--- config.mk ---
export PLATFORM = sky130hd
export DESIGN_NAME = lock_and_fuse_protection
export DESIGN_NICKNAME = d
export VERILOG_FILES = /design/src/rtl/lock_fuse_pkg.sv /design/src/rtl/lock_and_fuse_protection.sv
export VERILOG_INCLUDE_DIRS = /design/src /design/src/rtl
export SDC_FILE = /design/constraint.sdc
export NUM_CORES = 1
export LEC_CHECK = 0
export BUFFER_PORTS_ARGS = -buffer_cell sky130_fd_sc_hd__buf_4
export CAP_MARGIN = 20
export CORE_ASPECT_RATIO = 0.75
export CORE_MARGIN = 2
export CORE_UTILIZATION = 42
export CTS_BUF_LIST = sky130_fd_sc_hd__clkbuf_8 sky130_fd_sc_hd__clkbuf_16
export DETAILED_ROUTE_END_ITERATION = 8
export GPL_TIMING_DRIVEN = 0
export PLACE_DENSITY = 0.78
export SLEW_MARGIN = 5
export SYNTH_ARGS = -nofsm -noshare
export SYNTH_HDL_FRONTEND = slang
export SYNTH_SLANG_ARGS = --single-unit
--- constraint.sdc ---
create_clock -name mclk -period 1.4 [get_ports mclk]
set_input_delay 0.07 -clock mclk [delete_from_list [all_inputs] [get_ports mclk]]
set_output_delay 0.07 -clock mclk [all_outputs]
set_load 0.02 [all_outputs]
--- src/rtl/lock_fuse_params.svh ---
// Constants for the lock and fuse protection block
`ifndef LOCK_FUSE_PARAMS_SVH
`define LOCK_FUSE_PARAMS_SVH
// How it works
// - Six lock bits, 1 unprogrammed, 0 programmed; only chip erase or reset restores 1.
// - Lock byte bits 5..0 hold the boot, application and memory lock bits.
// - Memory lock mode 1 imposes no programming or verification limits.
// - Memory lock mode 2 refuses flash and EEPROM programming and fuse changes.
// - Mode 3 also refuses verification and locks the boot lock bits.
// - Application lock mode 1 leaves stores and loads to application free.
// - Application lock mode 2 refuses stores to application, loads allowed.
// - Application mode 3 refuses stores and boot-side loads of application.
// - Application mode 4 refuses boot-side loads of application, stores allowed.
// - Application modes 3,4 with boot vectors mask interrupts inside application.
// - Boot lock mode 1 leaves stores and loads to boot section free.
// - Boot lock mode 2 refuses stores into the boot section.
// - Boot mode 3 refuses boot stores and application-side loads of boot.
// - Boot mode 4 refuses application-side loads of boot, stores allowed.
// - Boot modes 3,4 with application vectors mask interrupts inside boot.
// - Fuses read 0 when programmed and 1 when unprogrammed.
// - Extended fuse byte: stage resets 7..5, level 4, boot size 2:1, vector 0.
// - Extended fuses default to 1 except boot size bits, which default 0.
// - Boot size 11,10,01,00 gives start 0xF80,0xF00,0xE00,0xC00.
// - Fuses latch at power-up and programming-mode entry; take effect on exit.
`define OFS_LOCK 8'h00
`define OFS_EFUSE 8'h04
`define OFS_EFUSE_ACT 8'h08
`define OFS_CTRL 8'h0C
`define OFS_STATUS 8'h10
`define LOCK_RESET 8'hFF
`define LOCK_UNUSED_MASK 8'hC0
`define EFUSE_RESET 8'hF9
`define BIT_BOOT_WR 5
`define BIT_BOOT_RD 4
`define BIT_APP_WR 3
`define BIT_APP_RD 2
`define BIT_MEM_B 1
`define BIT_MEM_A 0
`define BIT_RST_VEC 0
`define BIT_SZ_LO 1
`define BIT_SZ_HI 2
`define BIT_CTRL_PROG 0
`define BIT_CTRL_ERASE 1
`define BIT_STAT_REFUSED 0
`define BIT_STAT_PROG 1
`define BOOT_START_128 12'hF80
`define BOOT_START_256 12'hF00
`define BOOT_START_512 12'hE00
`define BOOT_START_1024 12'hC00
`endif

--- src/rtl/lock_fuse_pkg.sv ---
// Types shared by the lock and fuse protection block
package lock_fuse_pkg;
  typedef struct packed {
    logic valid;
    logic isStore;
    logic [11:0] target;
    logic [11:0] pc;
  } spm_req_type;
  typedef struct packed {
    logic [7:0] lockReg;
    logic [7:0] efuseReg;
    logic [7:0] efuseActReg;
    logic progModeReg;
    logic refusedReg;
    logic [31:0] prdataReg;
    logic preadyReg;
    logic pslverrReg;
    logic extDoneReg;
    logic extGrantReg;
    logic spmDoneReg;
    logic spmGrantReg;
    logic intMaskReg;
  } state_type;
endpackage : lock_fuse_pkg

--- src/rtl/lock_and_fuse_protection.sv ---
// Lock bits, extended fuse byte and the access checks they drive
//
// Chosen here: the placing of the registers and the APB slave port.
`timescale 1ns/100ps
`include "lock_fuse_params.svh"
module lock_and_fuse_protection
  import lock_fuse_pkg::*;
(
  // Clock and reset
  input wire logic mclk,
  input wire logic rst_b,
  // APB slave
  input wire logic psel,
  input wire logic penable,
  input wire logic pwrite,
  input wire logic [7:0] paddr,
  input wire logic [31:0] pwdata,
  output logic [31:0] prdata,
  output logic pready,
  output logic pslverr,
  // External programming check
  input wire logic extValid,
  input wire logic extIsWrite,
  output logic extDone,
  output logic extGrant,
  // Core self-programming check
  input wire spm_req_type spmReq,
  output logic spmDone,
  output logic spmGrant,
  // Interrupt gating
  input wire logic [11:0] corePc,
  input wire logic vectorsInBoot,
  output logic intMask,
  // Latched fuse outputs
  output logic [7:0] efuseActive,
  output logic [7:0] lockActive
);

  logic [1:0] rstSync;
  logic rstSyncB;
  state_type stateReg;
  state_type stateNext;

  always_ff @(posedge mclk or negedge rst_b) begin
    if (!rst_b) begin
      rstSync <= 2'h0;
    end else begin
      rstSync <= {rstSync[0], 1'b1};
    end
  end
  assign rstSyncB = rstSync[1];

  function automatic logic [11:0] bootStart(input logic [7:0] fuse);
    logic [1:0] sz;
    sz = {fuse[`BIT_SZ_HI], fuse[`BIT_SZ_LO]};
    case (sz)
      2'h3: bootStart = `BOOT_START_128;
      2'h2: bootStart = `BOOT_START_256;
      2'h1: bootStart = `BOOT_START_512;
      default: bootStart = `BOOT_START_1024;
    endcase
  endfunction : bootStart

  function automatic logic inBoot(input logic [11:0] addr,
                                  input logic [7:0] fuse);
    inBoot = (addr >= bootStart(fuse));
  endfunction : inBoot

  logic setupPhase;
  logic accessWrite;
  logic memMode1;
  logic memMode3;
  logic tgtBoot;
  logic pcBoot;
  logic curBoot;
  logic [7:0] wByte;

  always_comb begin
    stateNext = stateReg;
    setupPhase = psel && !penable;
    accessWrite = psel && penable && pwrite && stateReg.preadyReg;
    wByte = pwdata[7:0];
    memMode1 = stateReg.lockReg[`BIT_MEM_B] && stateReg.lockReg[`BIT_MEM_A];
    memMode3 = !stateReg.lockReg[`BIT_MEM_B] &&
               !stateReg.lockReg[`BIT_MEM_A];
    tgtBoot = inBoot(spmReq.target, stateReg.efuseActReg);
    pcBoot = inBoot(spmReq.pc, stateReg.efuseActReg);
    curBoot = inBoot(corePc, stateReg.efuseActReg);

    // Answer in the cycle after setup; zero wait states
    stateNext.preadyReg = setupPhase;
    stateNext.pslverrReg = 1'b0;
    if (setupPhase) begin
      stateNext.prdataReg = 32'h0;
      case (paddr)
        `OFS_LOCK: stateNext.prdataReg[7:0] = stateReg.lockReg;
        `OFS_EFUSE: stateNext.prdataReg[7:0] = stateReg.efuseReg;
        `OFS_EFUSE_ACT: stateNext.prdataReg[7:0] = stateReg.efuseActReg;
        `OFS_CTRL: stateNext.prdataReg[`BIT_CTRL_PROG] = stateReg.progModeReg;
        `OFS_STATUS: begin
          stateNext.prdataReg[`BIT_STAT_REFUSED] = stateReg.refusedReg;
          stateNext.prdataReg[`BIT_STAT_PROG] = stateReg.progModeReg;
        end
        default: stateNext.pslverrReg = 1'b1;
      endcase
    end

    if (accessWrite) begin
      case (paddr)
        `OFS_LOCK: begin
          // Programming only clears bits; unused bits stay at 1
          stateNext.lockReg = (stateReg.lockReg & wByte) |
                              `LOCK_UNUSED_MASK;
          if (memMode3) begin
            stateNext.lockReg[5:2] = stateReg.lockReg[5:2];
            if (wByte[5:2] != 4'hF) begin
              stateNext.refusedReg = 1'b1;
            end
          end
        end
        `OFS_EFUSE: begin
          if (memMode1) begin
            stateNext.efuseReg = wByte;
          end else begin
            stateNext.refusedReg = 1'b1;
          end
        end
        `OFS_CTRL: begin
          stateNext.progModeReg = wByte[`BIT_CTRL_PROG];
          // Chip erase and reset are the only paths back to unprogrammed locks
          if (wByte[`BIT_CTRL_ERASE] && stateReg.progModeReg) begin
            stateNext.lockReg = `LOCK_RESET;
          end
        end
        `OFS_STATUS: begin
          if (wByte[`BIT_STAT_REFUSED]) begin
            stateNext.refusedReg = 1'b0;
          end
        end
        default: ;
      endcase
    end

    // Fuses latch on mode entry and again on exit, so edits made
    // while programming reach the logic only afterwards
    if (stateNext.progModeReg != stateReg.progModeReg) begin
      stateNext.efuseActReg = stateNext.efuseReg;
    end

    // External programming and verification
    stateNext.extDoneReg = extValid;
    stateNext.extGrantReg = 1'b0;
    if (extValid) begin
      if (extIsWrite) begin
        stateNext.extGrantReg = memMode1;
      end else begin
        stateNext.extGrantReg = !memMode3;
      end
      if (!stateNext.extGrantReg) begin
        stateNext.refusedReg = 1'b1;
      end
    end

    // Self-programming stores and program-memory loads
    stateNext.spmDoneReg = spmReq.valid;
    stateNext.spmGrantReg = 1'b0;
    if (spmReq.valid) begin
      stateNext.spmGrantReg = 1'b1;
      if (spmReq.isStore) begin
        if (!tgtBoot && !stateReg.lockReg[`BIT_APP_RD]) begin
          stateNext.spmGrantReg = 1'b0;
        end
        if (tgtBoot && !stateReg.lockReg[`BIT_BOOT_RD]) begin
          stateNext.spmGrantReg = 1'b0;
        end
      end else begin
        if (pcBoot && !tgtBoot && !stateReg.lockReg[`BIT_APP_WR]) begin
          stateNext.spmGrantReg = 1'b0;
        end
        if (!pcBoot && tgtBoot && !stateReg.lockReg[`BIT_BOOT_WR]) begin
          stateNext.spmGrantReg = 1'b0;
        end
      end
      if (!stateNext.spmGrantReg) begin
        stateNext.refusedReg = 1'b1;
      end
    end

    // Vectors in the other section would leak control across the lock
    stateNext.intMaskReg =
      (vectorsInBoot && !curBoot && !stateReg.lockReg[`BIT_APP_WR]) ||
      (!vectorsInBoot && curBoot && !stateReg.lockReg[`BIT_BOOT_WR]);
  end

  always_ff @(posedge mclk or negedge rstSyncB) begin
    if (!rstSyncB) begin
      stateReg.lockReg <= `LOCK_RESET;
      stateReg.efuseReg <= `EFUSE_RESET;
      stateReg.efuseActReg <= `EFUSE_RESET;
      stateReg.progModeReg <= 1'b0;
      stateReg.refusedReg <= 1'b0;
      stateReg.prdataReg <= 32'h0;
      stateReg.preadyReg <= 1'b0;
      stateReg.pslverrReg <= 1'b0;
      stateReg.extDoneReg <= 1'b0;
      stateReg.extGrantReg <= 1'b0;
      stateReg.spmDoneReg <= 1'b0;
      stateReg.spmGrantReg <= 1'b0;
      stateReg.intMaskReg <= 1'b0;
    end else begin
      stateReg <= stateNext;
    end
  end

  assign prdata = stateReg.prdataReg;
  assign pready = stateReg.preadyReg;
  assign pslverr = stateReg.pslverrReg;
  assign extDone = stateReg.extDoneReg;
  assign extGrant = stateReg.extGrantReg;
  assign spmDone = stateReg.spmDoneReg;
  assign spmGrant = stateReg.spmGrantReg;
  assign intMask = stateReg.intMaskReg;
  assign efuseActive = stateReg.efuseActReg;
  assign lockActive = stateReg.lockReg;

endmodule : lock_and_fuse_protection

==> results by group <==
Logic synthesis
  – Post-synth top area share: between 20% and 30%
  – Synth warn: 0
  – Number of library cell types mapped by synthesis: 50
  – Synth Cell Area: 2560 sq um
  – Dominant cells by area after synthesis: dfrtp_1 22%, dfstp_2 18%, buf_4 14%
  – Syn_area_per_cell: 10.3 sq um
  – Seq/Total Area, Yosys: about 41%
  – Most used DFF post-synth: dfrtp_1
  – Synth async-reset ratio: 100%
  – Syn Inst Count: 250
  – EDFF count, synth: 0
  – Cell taking the most area after synthesis: dfrtp_1
  – Seq cells post-synth: between 40 and 50

Floorplanning
  – I/O pin count: around 140
  – Die area: about 6800 sq um
  – Die Y: roughly 72 um
  – Starting Density: between 40 and 50%
  – Core box area: 5860 sq um
  – Die Width: 94.2 um
  – Num rows: 24

STA
  – Tcrit/Tclk final: 156%
  – Fmax: about 460 MHz
  – Setup violators final: 18
  – Min Tclk post-route: between 2 and 2.5 ns
  – Measured slew at the worst slew-check pin: about 0.8 ns
  – Hold Fails Final Rpt: 0
  – RSZ-0062 raised after global routing: true
  – PnR worst setup slack: -0.785 ns
  – Clk_skew: 0.00784 ns
  – Worst rel slew slack: 45.5%
  – Final-report max-slew violation count: 0

Global routing
  – Largest net degree at the start of global routing: 40
  – Antenna violations before repair: 0
  – Vias in the first global route: 2074
  – Total grt overflow: 0
  – First-pass GRT wire length: 9800 um
  – Global Route Usage Sum: 18.6%

Layout
  – Commonest non-fill, non-tap cell in the layout: buf_4
  – Commonest cells after routing, fill and taps aside: 145 x buf_4, 27 x conb_1, 19 x dfrtp_1
  – Register area: 1050 sq um
  – Share of layout cells above drive strength 1: between 50% and 60%
  – # diodes: 0
  – Area of the multi-input gates: around 1300 sq um
  – Nets@finish: 479
  – Layout area overhead: 47.1%
  – Fill cells: 494
  – Final Non-Filler Cells: 463
  – Final instance area: about 3800 sq um

Outcome
  – Outcome: finished with violations
  – Failing checks: negative setup slack

Critical path
  – Crit Path Category: reg -> reg
  – Crit path launch type: register
  – WP data arrival: about 2.4 ns
  – WP data required: approximately 1.6 ns
  – Max Fanout on Critical Path: 4
  – Critical Path Sink Type: register

Clock network
  – CTS Root Cell: clkbuf_8
  – TritonCTS clock tree: done
  – Clock transition at the registers of the reported paths: roughly 0.070 ns
  – Worst-skew pair later-pin latency: 0.30 ns
  – CTS Buf Count: 5
  – Sink Count: 41
  – H-Tree Depth: 2
  – Max Buffers Root-to-Sink: 2

Placement
  – Gpl congestion: roughly 0.85
  – I/O Buffers: 89
  – Placed cell count: about 440
  – Pre-CTS setup slack: -0.907 ns
  – Placed Area: approximately 3500 sq um
  – Post-DP HPWL: 5000 um

Pwr
  – Pwr dens: between 700 and 800 nW/um^2
  – Tot Pwr: between 2 and 3 mW
  – VDD IR max: just over 0.4 mV
  – Leak Pwr: roughly 1.9 nW

Drt
  – Final Routed Wirelength: 6340 um
  – DRC Markers: 0
  – DR vias: 2188
  – Vias/cell: 4.73
  – DRT iter0 DRCs: 75
  – Drt pass-1 iters: 4
  – Wirelength per Cell: around 14 um
  – Antenna Nets Post-Route: 0

Worst hold path
  – Hold Path Class: in -> reg

Job
  – Max-capacitance violation count: 0
[flip-flops by register name (all words and copies together) (netlist names), 2 cells and up]
name,cells
lockActive,6
rstSync,2
stateReg,10
prdata,8
efuseActive,8
[what timing repair did]
| action | 4_1_cts | 5_1_grt |
|---|---|---|
| gates resized for setup | 10 | 13 |
| buffers inserted | 5 | 5 |
| setup endpoints to repair | 26 | 26 |
| endpoints found under the hold margin | 4 | 0 |
| hold buffers | 3 | 0 |
| pin swaps | 4 | 3 |
[worst paths after layout]
kind                                startpoint             end  slack [ns]  cells past startpoint
worst max-delay path            efuseActive[2]        spmGrant       -0.79                      7
worst min-delay path                 pwdata[3]   lockActive[3]        0.02                      2
worst max register to register  efuseActive[2]        spmGrant       -0.79                      7
worst min register to register      rstSync[0]      rstSync[1]        0.35                      0
max in group asynchronous           rstSync[1]  efuseActive[2]        0.47                      0
min in group asynchronous                rst_b      rstSync[1]        0.08                      2
[where the power goes]
group          internal (mW)  leakage, nW  switching [mW]
sequential              1.26        0.481          0.0883
clock                  0.388       0.0538           0.401
combinational          0.396         1.36           0.357
[routing by layer]
metal / track usage [%] / vias up / part of all wire, %
met5: 0 / - / 0
met4: 6.28 / 0 / 1.8
met3: 4.73 / 11 / 6.9
met2: 30.4 / 71 / 48
met1: 24.1 / 1030 / 43
li1: - / 1076 / -
[kinds of logic after synthesis]
| family | share of synthesized area (%) |
|---|---|
| AND/OR/NAND/NOR | 13.6 |
| buffers and inverters | 17.6 |
| multiplexers | 10.7 |
| XOR/XNOR | 0.342 |
| adder cells (fa/ha/maj) | 4.39 |
| other | 0.293 |
| AO/OA/AOI/OAI | 12.1 |
| flip-flops | 40.9 |
[critical path, cell delays in order, from the launching register on]
cell and delay [ns]:
dfrtp_2 0.45, and2_4 0.20, ha_4 0.25, or4b_4 0.47, o2111ai_4 0.21, o2111ai_2 0.12, a21boi_2 0.18, o211a_1 0.20
[area by class of cell]
class / count / area share, %
Multi-Input combinational cell: 167 / 34.4
Sequential cell: 41 / 27.9
Timing Repair Buffer: 102 / 20.7
Buffer: 52 / 10.5
Tap cell: 78 / 2.59
Clock buffer: 6 / 2.19
Inverter: 15 / 1.49
Clock inverter: 2 / 0.199
[synth_stat cells, types with 2 or more instances]
| library cell | number |
|---|---|
| a21oi_1 | 11 |
| and2_1 | 2 |
| buf_4 | 48 |
| clkbuf_1 | 2 |
| clkbuf_8 | 2 |
| conb_1 | 2 |
| dfrtp_1 | 23 |
| dfstp_2 | 18 |
| ha_1 | 9 |
| inv_1 | 15 |
| mux2_2 | 18 |
| mux2i_1 | 5 |
| nand2_1 | 18 |
| nand2b_1 | 2 |
| nand3_1 | 3 |
| nand4_1 | 2 |
| nor2_1 | 12 |
| nor2b_1 | 3 |
| o2111ai_1 | 2 |
| o21ai_0 | 13 |
| o221ai_1 | 2 |
| o22a_1 | 4 |
| o22ai_1 | 2 |
| o31ai_1 | 3 |
| or4_1 | 3 |
| or4b_2 | 2 |
[metrics by stage]
step | util (%) | setup TNS, ns | hold WS (ns)
floorplan | - | -4.90 | -0.226
detailed placement | 59.4 | -11.56 | -0.146
CTS | 62.8 | -4.43 | 0.00699
finish | 64.4 | -4.91 | 0.0165
global placement | 59.4 | -15.40 | -0.148
global route | 64.4 | -6.91 | 0.0116
Note: power is estimated with default switching activity, not from simulation.
